**src/inc/slil_map.vh**
```
`ifndef SLIL_MAP_VH
`define SLIL_MAP_VH

// ----------------------------------------
// Clock and flash timing
// ----------------------------------------
// System clock rate in kHz (200 MHz)
`define SLIL_CLK_KHZ        200000
// Half period of every flashing pattern, in ms
`define SLIL_FLASH_HALF_MS  250
// Half period in clock cycles, derived from the two figures above
`define SLIL_FLASH_HALF_CYC (`SLIL_FLASH_HALF_MS * `SLIL_CLK_KHZ)
// Width of the flash divider counter
`define SLIL_FLASH_CNT_W    26

// ----------------------------------------
// Register offsets (byte addresses)
// ----------------------------------------
`define SLIL_ADDR_W         8
`define SLIL_DATA_W         32
`define SLIL_REG_CTRL       8'h00
`define SLIL_REG_STAT       8'h04
`define SLIL_REG_IRQ_STAT   8'h08
`define SLIL_REG_IRQ_MASK   8'h0C

// ----------------------------------------
// Control register fields and reset values
// ----------------------------------------
`define SLIL_CTRL_LAMP_TEST 0
`define SLIL_CTRL_RST       1'h0

// ----------------------------------------
// Interrupt status / mask layout
// ----------------------------------------
`define SLIL_IRQ_W          4
`define SLIL_IRQ_PWR_ERR    0
`define SLIL_IRQ_SP_ERR     1
`define SLIL_IRQ_NET_ERR    2
`define SLIL_IRQ_WARN       3
`define SLIL_IRQ_RST        4'h0

// ----------------------------------------
// Indicator state register layout
// ----------------------------------------
`define SLIL_STAT_W         14
`define SLIL_STAT_RST       14'h0000

`endif

```
**src/core/slil_top.v**
```verilog
`timescale 1ns/1ps
`default_nettype none
`include "slil_map.vh"

module slil_top #(
  parameter [`SLIL_FLASH_CNT_W-1:0] FLASH_HALF_CYCLES = `SLIL_FLASH_HALF_CYC
) (
  input  wire                    sys_clk,
  input  wire                    reset_n,
  // Register port
  input  wire [`SLIL_ADDR_W-1:0] reg_addr,
  input  wire [`SLIL_DATA_W-1:0] reg_wdata,
  input  wire                    reg_wr,
  input  wire                    reg_rd,
  output reg  [`SLIL_DATA_W-1:0] reg_rdata,
  output wire                    irq,
  // Restart interlock and fields
  input  wire                    restart_interlock_enabled,
  input  wire                    restart_interlock_blocked,
  input  wire                    protective_field_occupied,
  input  wire                    linked_sensor_ok,
  input  wire                    four_field_mode,
  input  wire                    warn_field3_interrupted,
  input  wire                    warn_field2_interrupted,
  // Power and self test
  input  wire                    supply_ok,
  input  wire                    self_test_failed,
  input  wire                    internal_comm_error,
  input  wire                    identify_blink,
  // Safety protocol
  input  wire                    sp_initialised,
  input  wire                    sp_enabled,
  input  wire                    sp_passive,
  input  wire                    sp_active,
  input  wire                    sp_config_failed,
  input  wire                    sp_comm_error,
  // Fieldbus
  input  wire                    fb_initialising,
  input  wire                    fb_active,
  input  wire                    fb_cyclic_running,
  input  wire                    fb_config_failed,
  input  wire                    fb_no_data,
  input  wire                    fb_invalid_data,
  input  wire                    fb_topology_error,
  input  wire                    fb_bus_error,
  // Ethernet ports
  input  wire                    port_a_link,
  input  wire                    port_a_activity,
  input  wire                    port_b_link,
  input  wire                    port_b_activity,
  // Lamp drives
  output reg                     restart_interlock_yellow,
  output reg                     warn3_blue,
  output reg                     warn2_yellow,
  output reg                     power_indicator_red,
  output reg                     power_indicator_green,
  output reg                     safety_protocol_indicator_red,
  output reg                     safety_protocol_indicator_green,
  output reg                     net_indicator_red,
  output reg                     net_indicator_green,
  output wire                    port_a_link_activity_indicator_green,
  output wire                    port_a_link_activity_indicator_orange,
  output wire                    port_b_link_activity_indicator_green,
  output wire                    port_b_link_activity_indicator_orange
);

  // ----------------------------------------
  // Declarations
  // ----------------------------------------
  reg  [`SLIL_FLASH_CNT_W-1:0] flash_cnt_q;
  reg                          flash_phase_q;
  wire [`SLIL_FLASH_CNT_W-1:0] flash_last;
  wire                         flash_tick;

  reg                          lamp_test_q;
  reg  [`SLIL_IRQ_W-1:0]       irq_stat_q;
  reg  [`SLIL_IRQ_W-1:0]       irq_stat_d;
  reg  [`SLIL_IRQ_W-1:0]       irq_mask_q;
  reg  [`SLIL_IRQ_W-1:0]       err_prev_q;
  wire [`SLIL_IRQ_W-1:0]       err_now;
  wire [`SLIL_IRQ_W-1:0]       err_rise;
  wire [`SLIL_STAT_W-1:0]      lamp_state;
  reg  [`SLIL_DATA_W-1:0]      rdata_d;

  wire                         wr_ctrl;
  wire                         wr_irq_stat;
  wire                         wr_irq_mask;

  wire                         pwr_err;
  wire                         sp_err;
  wire                         net_err;
  wire                         warn_evt;

  reg                          ri_yellow_d;
  reg                          w3_blue_d;
  reg                          w2_yellow_d;
  reg                          pwr_red_d;
  reg                          pwr_green_d;
  reg                          sp_red_d;
  reg                          sp_green_d;
  reg                          net_red_d;
  reg                          net_green_d;

  // ----------------------------------------
  // Shared flash divider
  // ----------------------------------------
  // One counter for every lamp keeps all flashing in step; the
  // half period is a parameter so simulation can shorten it.
  assign flash_last = FLASH_HALF_CYCLES - {{(`SLIL_FLASH_CNT_W-1){1'b0}}, 1'b1};
  assign flash_tick = (flash_cnt_q == flash_last);

  // Free-running count and phase toggle
  always @(posedge sys_clk or negedge reset_n) begin
    if (!reset_n) begin
      flash_cnt_q   <= {`SLIL_FLASH_CNT_W{1'b0}};
      flash_phase_q <= 1'b0;
    end else if (flash_tick) begin
      flash_cnt_q   <= {`SLIL_FLASH_CNT_W{1'b0}};
      flash_phase_q <= !flash_phase_q;
    end else begin
      flash_cnt_q   <= flash_cnt_q + {{(`SLIL_FLASH_CNT_W-1){1'b0}}, 1'b1};
    end
  end

  // ----------------------------------------
  // Restart interlock and warning field lamps
  // ----------------------------------------
  // Occupied field flashes; blocked but free field is steady only while linked_sensor_ok is high
  always @* begin
    ri_yellow_d = 1'b0;
    if (!restart_interlock_enabled) begin
      ri_yellow_d = 1'b0;
    end else if (protective_field_occupied) begin
      ri_yellow_d = flash_phase_q;
    end else if (restart_interlock_blocked && linked_sensor_ok) begin
      ri_yellow_d = 1'b1;
    end else begin
      ri_yellow_d = 1'b0;
    end
  end

  // Second and third lamps only carry meaning in four-field mode
  always @* begin
    w3_blue_d   = four_field_mode && warn_field3_interrupted;
    w2_yellow_d = four_field_mode && warn_field2_interrupted && flash_phase_q;
  end

  // ----------------------------------------
  // Power lamp
  // ----------------------------------------
  // Internal fault outranks identify blink and healthy green
  always @* begin
    pwr_red_d   = 1'b0;
    pwr_green_d = 1'b0;
    if (!supply_ok) begin
      pwr_green_d = 1'b0;
    end else if (self_test_failed || internal_comm_error) begin
      pwr_red_d   = 1'b1;
    end else if (identify_blink) begin
      pwr_green_d = flash_phase_q;
    end else begin
      pwr_green_d = 1'b1;
    end
  end

  // ----------------------------------------
  // Safety protocol lamp
  // ----------------------------------------
  // Errors are tested first so a faulty link never reads as idle
  always @* begin
    sp_red_d   = 1'b0;
    sp_green_d = 1'b0;
    if (sp_comm_error) begin
      sp_red_d   = 1'b1;
    end else if (sp_config_failed) begin
      sp_red_d   = flash_phase_q;
    end else if (!sp_initialised || !sp_enabled) begin
      sp_green_d = 1'b0;
    end else if (sp_passive || identify_blink) begin
      sp_green_d = flash_phase_q;
    end else if (sp_active) begin
      sp_green_d = 1'b1;
    end else begin
      sp_green_d = 1'b0;
    end
  end

  // ----------------------------------------
  // Network lamp
  // ----------------------------------------
  // Orange is red and green lit together
  always @* begin
    net_red_d   = 1'b0;
    net_green_d = 1'b0;
    if (fb_bus_error) begin
      net_red_d   = 1'b1;
    end else if (fb_config_failed || fb_no_data || fb_invalid_data) begin
      net_red_d   = flash_phase_q;
    end else if (fb_topology_error) begin
      net_red_d   = flash_phase_q;
      net_green_d = flash_phase_q;
    end else if (fb_initialising || identify_blink) begin
      net_green_d = flash_phase_q;
    end else if (fb_active && fb_cyclic_running) begin
      net_green_d = 1'b1;
    end else begin
      net_green_d = 1'b0;
    end
  end

  // ----------------------------------------
  // Registered lamp drives
  // ----------------------------------------
  // Lamp test lights every segment so an operator can spot a dead one
  always @(posedge sys_clk or negedge reset_n) begin
    if (!reset_n) begin
      restart_interlock_yellow        <= 1'b0;
      warn3_blue                      <= 1'b0;
      warn2_yellow                    <= 1'b0;
      power_indicator_red             <= 1'b0;
      power_indicator_green           <= 1'b0;
      safety_protocol_indicator_red   <= 1'b0;
      safety_protocol_indicator_green <= 1'b0;
      net_indicator_red               <= 1'b0;
      net_indicator_green             <= 1'b0;
    end else begin
      restart_interlock_yellow        <= ri_yellow_d | lamp_test_q;
      warn3_blue                      <= w3_blue_d   | lamp_test_q;
      warn2_yellow                    <= w2_yellow_d | lamp_test_q;
      power_indicator_red             <= pwr_red_d   | lamp_test_q;
      power_indicator_green           <= pwr_green_d | lamp_test_q;
      safety_protocol_indicator_red   <= sp_red_d    | lamp_test_q;
      safety_protocol_indicator_green <= sp_green_d  | lamp_test_q;
      net_indicator_red               <= net_red_d   | lamp_test_q;
      net_indicator_green             <= net_green_d | lamp_test_q;
    end
  end

  // ----------------------------------------
  // Ethernet port lamps
  // ----------------------------------------
  slil_port_led u_port_a (
    .sys_clk     (sys_clk),
    .reset_n     (reset_n),
    .link_up     (port_a_link),
    .activity    (port_a_activity),
    .flash_phase (flash_phase_q),
    .lamp_test   (lamp_test_q),
    .green_q     (port_a_link_activity_indicator_green),
    .orange_q    (port_a_link_activity_indicator_orange)
  );

  slil_port_led u_port_b (
    .sys_clk     (sys_clk),
    .reset_n     (reset_n),
    .link_up     (port_b_link),
    .activity    (port_b_activity),
    .flash_phase (flash_phase_q),
    .lamp_test   (lamp_test_q),
    .green_q     (port_b_link_activity_indicator_green),
    .orange_q    (port_b_link_activity_indicator_orange)
  );

  // ----------------------------------------
  // Event detection
  // ----------------------------------------
  // Rising edge of each fault group raises an interrupt event
  assign pwr_err  = supply_ok && (self_test_failed || internal_comm_error);
  assign sp_err   = sp_comm_error || sp_config_failed;
  assign net_err  = fb_bus_error || fb_config_failed || fb_no_data ||
                    fb_invalid_data || fb_topology_error;
  assign warn_evt = four_field_mode && (warn_field2_interrupted || warn_field3_interrupted);

  assign err_now  = {warn_evt, net_err, sp_err, pwr_err};
  assign err_rise = err_now & ~err_prev_q;

  // Previous fault levels for edge detection
  always @(posedge sys_clk or negedge reset_n) begin
    if (!reset_n) begin
      err_prev_q <= `SLIL_IRQ_RST;
    end else begin
      err_prev_q <= err_now;
    end
  end

  // ----------------------------------------
  // Register writes
  // ----------------------------------------
  assign wr_ctrl     = reg_wr && (reg_addr == `SLIL_REG_CTRL);
  assign wr_irq_stat = reg_wr && (reg_addr == `SLIL_REG_IRQ_STAT);
  assign wr_irq_mask = reg_wr && (reg_addr == `SLIL_REG_IRQ_MASK);

  // Write one to clear; a new event in the same cycle wins
  always @* begin
    irq_stat_d = irq_stat_q;
    if (wr_irq_stat) begin
      irq_stat_d = irq_stat_d & ~reg_wdata[`SLIL_IRQ_W-1:0];
    end
    irq_stat_d = irq_stat_d | err_rise;
  end

  // Control, mask and sticky status storage
  always @(posedge sys_clk or negedge reset_n) begin
    if (!reset_n) begin
      lamp_test_q <= `SLIL_CTRL_RST;
      irq_mask_q  <= `SLIL_IRQ_RST;
      irq_stat_q  <= `SLIL_IRQ_RST;
    end else begin
      if (wr_ctrl) begin
        lamp_test_q <= reg_wdata[`SLIL_CTRL_LAMP_TEST];
      end
      if (wr_irq_mask) begin
        irq_mask_q <= reg_wdata[`SLIL_IRQ_W-1:0];
      end
      irq_stat_q <= irq_stat_d;
    end
  end

  // Level interrupt while any unmasked event is pending
  assign irq = |(irq_stat_q & irq_mask_q);

  // ----------------------------------------
  // Register reads
  // ----------------------------------------
  assign lamp_state = {flash_phase_q,
                       port_b_link_activity_indicator_orange,
                       port_b_link_activity_indicator_green,
                       port_a_link_activity_indicator_orange,
                       port_a_link_activity_indicator_green,
                       net_indicator_green,
                       net_indicator_red,
                       safety_protocol_indicator_green,
                       safety_protocol_indicator_red,
                       power_indicator_green,
                       power_indicator_red,
                       warn2_yellow,
                       warn3_blue,
                       restart_interlock_yellow};

  // Unmapped addresses and idle cycles read as zero
  always @* begin
    rdata_d = {`SLIL_DATA_W{1'b0}};
    if (reg_rd) begin
      case (reg_addr)
        `SLIL_REG_CTRL: begin
          rdata_d[`SLIL_CTRL_LAMP_TEST] = lamp_test_q;
        end
        `SLIL_REG_STAT: begin
          rdata_d[`SLIL_STAT_W-1:0] = lamp_state;
        end
        `SLIL_REG_IRQ_STAT: begin
          rdata_d[`SLIL_IRQ_W-1:0] = irq_stat_q;
        end
        `SLIL_REG_IRQ_MASK: begin
          rdata_d[`SLIL_IRQ_W-1:0] = irq_mask_q;
        end
        default: begin
          rdata_d = {`SLIL_DATA_W{1'b0}};
        end
      endcase
    end
  end

  // Read data stands only in the cycle after the strobe
  always @(posedge sys_clk or negedge reset_n) begin
    if (!reset_n) begin
      reg_rdata <= {`SLIL_DATA_W{1'b0}};
    end else begin
      reg_rdata <= rdata_d;
    end
  end

endmodule

`default_nettype wire

```
**src/core/slil_port_led.v**
```verilog
`timescale 1ns/1ps
`default_nettype none

// ----------------------------------------
// Link/activity indicator for one Ethernet port
// ----------------------------------------
module slil_port_led (
  input  wire sys_clk,
  input  wire reset_n,
  input  wire link_up,
  input  wire activity,
  input  wire flash_phase,
  input  wire lamp_test,
  output reg  green_q,
  output reg  orange_q
);

  reg green_d;
  reg orange_d;

  // No link wins over activity, so a dead port never flickers
  always @* begin
    green_d  = 1'b0;
    orange_d = 1'b0;
    if (lamp_test) begin
      green_d  = 1'b1;
      orange_d = 1'b1;
    end else if (!link_up) begin
      green_d  = 1'b0;
      orange_d = 1'b0;
    end else if (activity) begin
      green_d  = flash_phase;
      orange_d = !flash_phase;
    end else begin
      green_d  = 1'b1;
    end
  end

  // Registered lamp drive
  always @(posedge sys_clk or negedge reset_n) begin
    if (!reset_n) begin
      green_q  <= 1'b0;
      orange_q <= 1'b0;
    end else begin
      green_q  <= green_d;
      orange_q <= orange_d;
    end
  end

endmodule

`default_nettype wire

```
**config.mk**
```make
export PLATFORM = sky130hd
export DESIGN_NAME = slil_top
export DESIGN_NICKNAME = d
export VERILOG_FILES = /design/src/core/slil_top.v /design/src/core/slil_port_led.v
export VERILOG_INCLUDE_DIRS = /design/src /design/src/inc
export SDC_FILE = /design/constraint.sdc
export NUM_CORES = 1
export LEC_CHECK = 0
export ABC_AREA = 1
export BUFFER_PORTS_ARGS = -buffer_cell sky130_fd_sc_hd__buf_4
export CAP_MARGIN = 0
export CORE_MARGIN = 10
export CORE_UTILIZATION = 54
export CTS_CLUSTER_DIAMETER = 150
export DETAILED_ROUTE_END_ITERATION = 8
export PLACE_DENSITY = 0.86
export SETUP_SLACK_MARGIN = 0.1
export SLEW_MARGIN = 40
export SYNTH_ARGS = -nofsm -noshare
export SYNTH_HDL_FRONTEND = slang
export SYNTH_HIERARCHICAL = 1
export SYNTH_SLANG_ARGS = --single-unit
```
**constraint.sdc**
```tcl
create_clock -name sys_clk -period 4.25 [get_ports sys_clk]
set_clock_uncertainty 0.2 [all_clocks]
set_input_delay 0.2125 -clock sys_clk [delete_from_list [all_inputs] [get_ports sys_clk]]
set_output_delay 0.2125 -clock sys_clk [all_outputs]
set_load 0.02 [all_outputs]
```
# After elaboration in Yosys (flattened, before gate mapping)
# Cells that the tools add are included.
[op_classes]
n_addsub = 1
n_eq_ne = 4
muxes = 41
n_bitwise = 15
reduce_logical = 27
[ops]
columns = ["op", "n"]
rows = [
  ["$mux 1", 35],
  ["$add 26x1->26 const B", 1],
  ["$eq 26x26->1 const B", 1],
  ["$mux 26", 1],
  ["$eq 8x4->1 const B", 2],
  ["$mux 14", 1],
  ["$and 4x4->4", 3],
  ["$logic_or 1x1->1", 12],
  ["$logic_and 1x1->1", 10],
  ["$mux 10", 1],
  ["$or 1x1->1", 9],
  ["$pmux 3 s3", 1],
  ["$eq 8x3->1 const B", 1],
  ["$logic_not 8->1", 1],
  ["$not 4->4", 2],
  ["$mux 4", 1],
  ["$or 4x4->4", 1],
  ["$pmux 1 s4", 1],
  ["$reduce_or 4->1", 1],
  ["$logic_not 1->1", 3],
]
[totals]
reg_bits = 85
inputBits = 73
out_inout_bits = 46

# Depth between registers and ports, before layout
# Gate-level depths: netlist of run 1.
[depth]
ltp_word = 7
depth_mapped = 9
mapped_depth_nobuf = 9

# Hierarchy
# Netlist of run 1, hierarchy kept.
[modules_own_cells]
columns = ["mod", "n_inst", "cells_per_inst", "area_per_inst_um2", "seq_area_each_um2"]
rows = [
  ["slil_top", 1, 415, 3184.3, 1576.5],
  ["slil_port_led", 2, 9, 77.6, 50.0],
]

# Worst setup path after synthesis of run 1
# No wires, ideal clock.
[synth_timing]
path_type = "reg2reg"
startpoint = "register flash_cnt_q[0]"
endpoint = "register flash_cnt_q[20]"
setup_ns = 0.119
t_arrival_ns = 1.196
required_ns = 3.931
slack_ns = 2.735
stages_incl_launch_ff = 9
synth_period_minus_slack_ns = 1.515
path_cell_list = "dfrtp_1 > ha_1 > nand2_1 > nor2_4 > nand2_1 > nor2_2 > nand3_1 > nand2_1 > nor2_1"
[synth_via]
elab_chain_cells = 2
elab_cells_between_ends = 3
cone_classes = "add/sub (1); eq/ne (1); mux (1)"
[synth_rtl]
columns = ["element", "line", "rtl"]
rows = [
  ["start, declared", "slil_top.v:70", "reg [`SLIL_FLASH_CNT_W-1:0] flash_cnt_q;"],
  ["start signal, assigned", "slil_top.v:115", "flash_cnt_q <= {`SLIL_FLASH_CNT_W{1'b0}};"],
  ["start signal, assigned", "slil_top.v:118", "flash_cnt_q <= {`SLIL_FLASH_CNT_W{1'b0}};"],
  ["start signal, assigned", "slil_top.v:121", "flash_cnt_q <= flash_cnt_q + {{(`SLIL_FLASH_CNT_W-1){1'b0}}, 1'b1};"],
  ["$add 26x1->26 or $eq 26x26->1 (tied branches)", "slil_top.v:121, slil_top.v:110", ""],
  ["$mux 26 *", "slil_top.v:117", "end else if (flash_tick) begin"],
]
# Every way passes the cells marked *; elsewhere a longest branch is shown, timed or not.
# A chain may end at the register's enable or synchronous reset.

# Worst setup path after layout of run 1
[layout_timing]
startpoint = "register flash_phase_q"
endpoint = "register restart_interlock_yellow"
[layout_via]
elab_chain_cells = 3
[layout_rtl]
columns = ["element", "line", "rtl"]
rows = [
  ["start, declared", "slil_top.v:71", "reg flash_phase_q;"],
  ["start signal, assigned", "slil_top.v:119", "flash_phase_q <= !flash_phase_q;"],
  ["$mux 1", "slil_top.v:133", "end else if (protective_field_occupied) begin"],
  ["$mux 1", "slil_top.v:131", "if (!restart_interlock_enabled) begin"],
  ["$or 1x1->1", "slil_top.v:227", "restart_interlock_yellow <= ri_yellow_d | lamp_test_q;"],
  ["end signal, assigned", "slil_top.v:227", ""],
  ["end, declared", "slil_top.v:52", "output reg restart_interlock_yellow,"],
]
# Every way passes these cells.

==> results.txt, run 1 <==
outcome -> finished, final reports clean
fin crit period -> 2.456 ns
P per Cell Area -> 306.7 mW/mm2
Core ar. -> 0.005956 mm2
CTS max path bufs -> 2
Tcrit/Tclk final -> 0.5778
Global Route Usage Sum -> 0.1974
num ports -> 119
Synth Register Bits -> 67
CP max stage cell -> dlygate4sd3_1
# DRC -> 0
R2R setup slack -> 1.79 ns
Pint -> 1.001 mW
register area -> 0.001677 mm2
Ant. Diodes -> 0
Setup Fix Bufs, Post-CTS -> 0
die height -> 98.64 um
area of the multi-input gates -> 0.001328 mm2
count of different cell masters after synthesis -> 24
synth warn -> 6
# nets final -> 625
Fin Setup TNS -> 0 ns
initial antenna violation count -> 0
maxcap violations -> 0
Switching Share -> 0.2708
Post-synth EDFFs -> 0
largest net degree at the start of global routing -> 68
mapped cell area -> 0.003339 mm2
RSZ-0062 raised after global routing -> no
crit start category -> register
CP max stage delay -> 0.59 ns
Final GP Congestion -> 0.8927
critical path class -> register to register
net switching power -> 371.7 uW
Fill cells -> 419
crit-path max FO -> 7
wire per inst -> 15.21 um
origin of the worst min-delay path -> fb_no_data
Reg2Reg Depth -> 6
Final Hold Viols -> 0
CTS sink cnt -> 67
largest area contributor in the netlist -> dfrtp_1
FFs w/ async S/R, synth -> 1.000
sequential power share -> 0.482
CP Data Required Time -> 4.35 ns
combinational share of power -> 0.111
clock latency on the worst-skew pair -> 0.37 ns
Synth Flop Type -> dfrtp_1
Least-Margin Pin Slew -> 0.5941 ns
worst min path class -> input pin to register
routed vias -> 3,239
leading cell type by number of instances after synthesis -> nand2_1
critical path arrival -> 2.56 ns
Initial Utilization -> 0.5607
leak pwr -> 2.366 nW
sequential area share after synthesis -> 0.5021
Total Wirelength -> 9.595 mm
area share of the largest cell type after synthesis -> 0.5021
DP Wirelength -> 6.257 mm
Post-Syn Area per Cell -> 7.712 um2
crit path cell chain -> inv_1 > nand2_1 > nand2_1 > dlygate4sd3_1 > o21ai_0 > dlygate4sd3_1
Hold Path Sink -> irq_stat_q[2]
Clock Root Buffer -> clkbuf_8
first-pass GRT wire length -> 15.82 mm
Fmax -> 407.2 MHz
CP Capture Type -> register
CTS tree -> yes
die width -> 98.64 um
list of most frequent post-synthesis cells -> nand2_1, nor2_1, dfrtp_1
Vias per Instance -> 5.133
grt ovf -> 0
Fin Hold WS -> 0.005589 ns
r2r startpoint -> flash_phase_q
Num CTS Buffers -> 9
Slew Limit Fails -> 0
post-CTS sizing -> 0
Layout area overhead -> 34.02%
Reg-to-Reg End -> restart_interlock_yellow
std cell rows -> 28
Slew HR -> 0.6039
number of global-route vias before repair -> 3,468
Clk network pwr share -> 0.407
hold path depth -> 5
main area contributors after synthesis -> dfrtp_1, nand2_1, nor2_1
full die area -> 0.009730 mm2
DRT Pass-1 Iters -> 6
post-route ant nets -> 0
First DRT Iteration DRCs -> 309
final setup vio count -> 0
layout cells sized above 1 -> 0.1835
port buffer count -> 72
H-tree Lvls -> 3
Synth Instances -> 433
Max VDD drop -> 232.2 uV
CTS clk-pin slew, worst paths -> 0.09 ns
registers in the layout, indices dropped and copies added (netlist names), 4 cells and up:
name,flops
err_prev_q,4
flash_cnt_q,26
irq_mask_q,4
irq_stat_q,4
reg_rdata,14
stage by stage:
step	instance area (um2)	power, mW	std cells	utilization	setup WS, ns
2_1_floorplan	3403	0.7349	450	-	2.735
3_3_place_gp	3886	0.7881	577	0.6525	2.365
3_5_place_dp	3886	0.7926	577	0.6525	2.357
4_1_cts	4472	1.367	631	0.7508	1.830
5_1_grt	4476	1.423	631	0.7515	1.730
6_report	4476	1.373	631	0.7515	1.794
layout by cell type, fill, tap and decap left out:
cell type and count:
a21oi_1 9, conb_1 18, nand3_1 33, clkinv_4 1
o21ai_0 12, buf_6 1, nand3b_1 3, ha_1 1
o21ai_1 2, o31ai_1 1, xnor2_1 1, clkbuf_8 9
clkinvlp_4 1, dlygate4sd3_1 38, xor2_1 11, nor2_1 73
nor3_1 1, bufinv_16 1, nand3_2 1, dfrtp_1 67
nor2_2 10, nor2_4 1, inv_1 66, buf_4 71
inv_6 4, nand4_1 4, or2_2 2, o21bai_1 1
nand2_1 113
power by group through the flow:
| stage | logic [mW] | clock network (mW) | registers [mW] |
|---|---|---|---|
| global route | 0.167 | 0.594 | 0.662 |
| detailed placement | 0.120 | 0 | 0.672 |
| global placement | 0.117 | 0 | 0.671 |
| CTS | 0.147 | 0.560 | 0.660 |
| finish | 0.153 | 0.558 | 0.662 |
| floorplan | 0.0550 | 0 | 0.680 |
worst max-delay path by stage:
stage | depth (start not counted) | end | start
after global routing | 6 | restart_interlock_yellow | flash_phase_q
after global placement | 8 | flash_cnt_q[0] | flash_cnt_q[0]
final | 6 | restart_interlock_yellow | flash_phase_q
after CTS | 8 | net_indicator_green | fb_topology_error
after floorplan | 8 | flash_cnt_q[20] | flash_cnt_q[0]
after detailed placement | 8 | flash_cnt_q[0] | flash_cnt_q[0]
timing repair:
item	in CTS	in global routing
setup endpoints to repair	0	0
hold buffers	38	0
hold endpoints to repair	95	0
worst max-delay path, delay by kind of cell, from the launching register on:
family | cells | cell delay [ns]
AO/OA/AOI/OAI | 1 | 0.19
flip-flops | 1 | 0.50
buffers and inverters | 3 | 1.36
AND/OR/NAND/NOR | 2 | 0.16
kinds of logic (layout without fill, tap and decap cells):
| kind of cell | count (synthesis) | count (layout) | share of synthesized area |
|---|---|---|---|
| simple gates | 241 | 241 | 0.3031 |
| buf+inv | 86 | 192 | 0.1195 |
| flops | 67 | 67 | 0.5021 |
| compound gates | 25 | 25 | 0.03897 |
| xor+xnor | 12 | 12 | 0.03147 |
| fa+ha+maj | 1 | 1 | 0.003746 |
| other cells | 1 | 18 | 0.001123 |
area by class of cell:
type | instances | share of cell area
Sequential cell | 67 | 0.3746
Clock inverter | 7 | 0.01817
Inverter | 66 | 0.05535
Tap cell | 75 | 0.02097
Multi-Input combinational cell | 297 | 0.2966
Timing Repair Buffer | 110 | 0.2066
Clock buffer | 9 | 0.02768
metal layers:
metal / global-route usage / up-vias / wire (um)
met4: 0.1080 / 0 / 355
met5: 0 / - / 0
met2: 0.3454 / 163 / 4917
met1: 0.2049 / 1517 / 3405
met3: 0.06355 / 36 / 916
li1: - / 1523 / -
Note: power is estimated with default switching activity, not from simulation.
==> inputs of run 2 (changes only) <==
--- a/config.mk
+++ b/config.mk
@@ -10,10 +10,10 @@
 export BUFFER_PORTS_ARGS = -buffer_cell sky130_fd_sc_hd__buf_4
 export CAP_MARGIN = 0
 export CORE_MARGIN = 10
-export CORE_UTILIZATION = 54
+export CORE_UTILIZATION = 50
 export CTS_CLUSTER_DIAMETER = 150
 export DETAILED_ROUTE_END_ITERATION = 8
-export PLACE_DENSITY = 0.86
+export PLACE_DENSITY = 0.8
 export SETUP_SLACK_MARGIN = 0.1
 export SLEW_MARGIN = 40
 export SYNTH_ARGS = -nofsm -noshare
==> constraint.sdc (replaced) <==
create_clock -name sys_clk -period 2.6 [get_ports sys_clk]
set_clock_uncertainty 0.2 [all_clocks]
set_input_delay 0.13 -clock sys_clk [delete_from_list [all_inputs] [get_ports sys_clk]]
set_output_delay 0.13 -clock sys_clk [all_outputs]
set_load 0.02 [all_outputs]
==> results.txt, run 2 (synthesis results as in run 1) <==
Tcrit/Tclk final -> 0.9006 (+0.3228)
most frequent cells in the layout -> nand2_1, nor2_1, buf_4
DP Wirelength -> 6.131 mm (-2.0%)
H-tree Lvls -> 3 (unchanged)
CP top delay family -> buffers and inverters
CTS tree -> yes
CTS max path bufs -> 2 (unchanged)
Layout area overhead -> 34.77%
Num CTS Buffers -> 9 (unchanged)
Fmax -> 427.1 MHz (+4.9%)
Final Hold Viols -> 0 (unchanged)
area of the multi-input gates -> 0.001328 mm2 (unchanged)
final setup vio count -> 0 (unchanged)
Total Wirelength -> 8.929 mm (-6.9%)
routed vias -> 3,115 (-3.8%)
Fin Setup TNS -> 0 ns (unchanged)
num ports -> 119 (unchanged)
CP Data Required Time -> 2.63 ns (-1.72 ns)
CP max stage cell -> dlygate4sd3_1
Final GP Congestion -> 0.8897 (-0.34%)
outcome -> finished, final reports clean
crit path cell chain -> inv_1 > nand2_1 > nand2_1 > dlygate4sd3_1 > o21ai_0 > dlygate4sd3_1
die width -> 101.7 um (+3.1%)
CTS sink cnt -> 67 (unchanged)
commonest non-fill, non-tap cell in the layout -> nand2_1
number of global-route vias before repair -> 3,313 (-4.5%)
register area -> 0.001678 mm2 (about the same)
Fill cells -> 489 (+17%)
Top Registers -> flash_cnt_q x26, reg_rdata x14
CTS clk-pin slew, worst paths -> 0.09 ns (about the same)
Ant. Diodes -> 0 (unchanged)
fin crit period -> 2.342 ns (-0.1140 ns)
worst min path class -> input pin to register
largest net degree at the start of global routing -> 68 (unchanged)
die height -> 101.7 um (+3.1%)
Global Route Usage Sum -> 0.1799 (-0.01745)
full die area -> 0.01035 mm2 (+6.4%)
max reg flops -> 26 (unchanged)
grt ovf -> 0 (unchanged)
Setup Fix Bufs, Post-CTS -> 0 (unchanged)
CP max stage delay -> 0.57 ns (-0.02 ns)
Max VDD drop -> 377.4 uV (+63%)
crit-path max FO -> 7 (unchanged)
initial antenna violation count -> 0 (unchanged)
critical path arrival -> 2.37 ns (-0.19 ns)
Vias per Instance -> 4.906 (-4.4%)
Slew HR -> 0.6088 (+0.004850)
leak pwr -> 2.370 nW (+0.14%)
Place WS -> 0.7245 ns (-1.633 ns)
final worst setup slack -> 0.2584 ns (-1.536 ns)
# DRC -> 0 (unchanged)
post-route ant nets -> 0 (unchanged)
First DRT Iteration DRCs -> 269 (-13%)
RSZ-0062 raised after global routing -> no
Buf/Inv on CP -> 3 (unchanged)
Clock Root Buffer -> clkbuf_8
Slew Limit Fails -> 0 (unchanged)
DRT Pass-1 Iters -> 5 (-1)
layout cells sized above 1 -> 0.1846 (+0.001135)
Core ar. -> 0.006422 mm2 (+7.8%)
std cell rows -> 29 (+3.6%)
CP Capture Type -> register
maxcap violations -> 0 (unchanged)
first-pass GRT wire length -> 14.77 mm (-6.6%)
critical path class -> register to register
largest register by flop count -> flash_cnt_q
crit start category -> register
Initial Utilization -> 0.5200 (-0.04075)
Least-Margin Pin Slew -> 0.5868 ns (-0.007275 ns)
P per Cell Area -> 495.2 mW/mm2 (+61%)
wire per inst -> 14.06 um (-7.5%)
Final Core Density -> 0.7008 (-0.05071)
# nets final -> 627 (+0.32%)
clock latency on the worst-skew pair -> 0.35 ns (-0.02 ns)
port buffer count -> 72 (unchanged)
[run 2: changes by cell type in the layout (fill, tap and decap cells not counted)]
cell	previous run	this run
dlygate4sd3_1	38	40
dfrtp_2	0	1
dfrtp_1	67	66
inv_6	4	3
clkinvlp_4	1	2
inv_8	0	1
clkinv_4	1	0
[run 2: timing repair]
item | 4_1_cts | 5_1_grt
hold buffers | 40 | 0
endpoints found under the setup margin | 0 | 1
endpoints found under the hold margin | 99 | 0
gates resized for setup | 0 | 1
[run 2: power by group]
part	internal (mW)	switching, mW	total, mW
Sequential	1.06	0.0154	1.08
Clock	0.459	0.442	0.902
Combinational	0.117	0.131	0.248
[run 2: cell type report]
cell class                 count  area share
tap                           77     0.02141
clock buffer                   9     0.02752
sequential                    67      0.3728
multi-input combinational    297      0.2950
clock inverter                 7     0.01835
timing repair buffer         112      0.2099
inverter                      66     0.05505
[run 2: per-stage QoR]
step / instances / instance area (um2) / power, mW / hold WS (ns)
after CTS: 635 / 4496 / 2.229 / 0.01880
after global placement: 579 / 3889 / 1.290 / 0.07129
after global routing: 635 / 4501 / 2.308 / 0.04723
final: 635 / 4501 / 2.229 / 0.03659
after floorplan: 450 / 3403 / 1.201 / -0.3656
after detailed placement: 579 / 3889 / 1.296 / 0.07847
[run 2: path summary, 6_finish.rpt]
path                       cells past startpoint      startpoint                        to  slack [ns]
max                                            6   flash_phase_q  restart_interlock_yellow        0.26
min reg2reg                                    1  flash_cnt_q[0]            flash_cnt_q[0]        0.28
min in group asynchronous                      2         reset_n            flash_cnt_q[4]        0.11
min                                            6     reg_addr[0]               lamp_test_q        0.04
max reg2reg                                    6   flash_phase_q  restart_interlock_yellow        0.26
max in group asynchronous                      2         reset_n             flash_phase_q        1.63
[run 2: worst reg2reg max path, cell delays in order (launching register included)]
cell,delay (ns)
dfrtp_2,0.49
inv_1,0.23
nand2_1,0.08
nand2_1,0.06
dlygate4sd3_1,0.53
o21ai_0,0.08
dlygate4sd3_1,0.57
[run 2: layer usage]
| metal | global-route usage | routed length [um] |
|---|---|---|
| met5 | 0 | 0 |
| met4 | 0.1056 | 251 |
| met3 | 0.04765 | 731 |
| met2 | 0.3082 | 4519 |
| met1 | 0.1970 | 3426 |
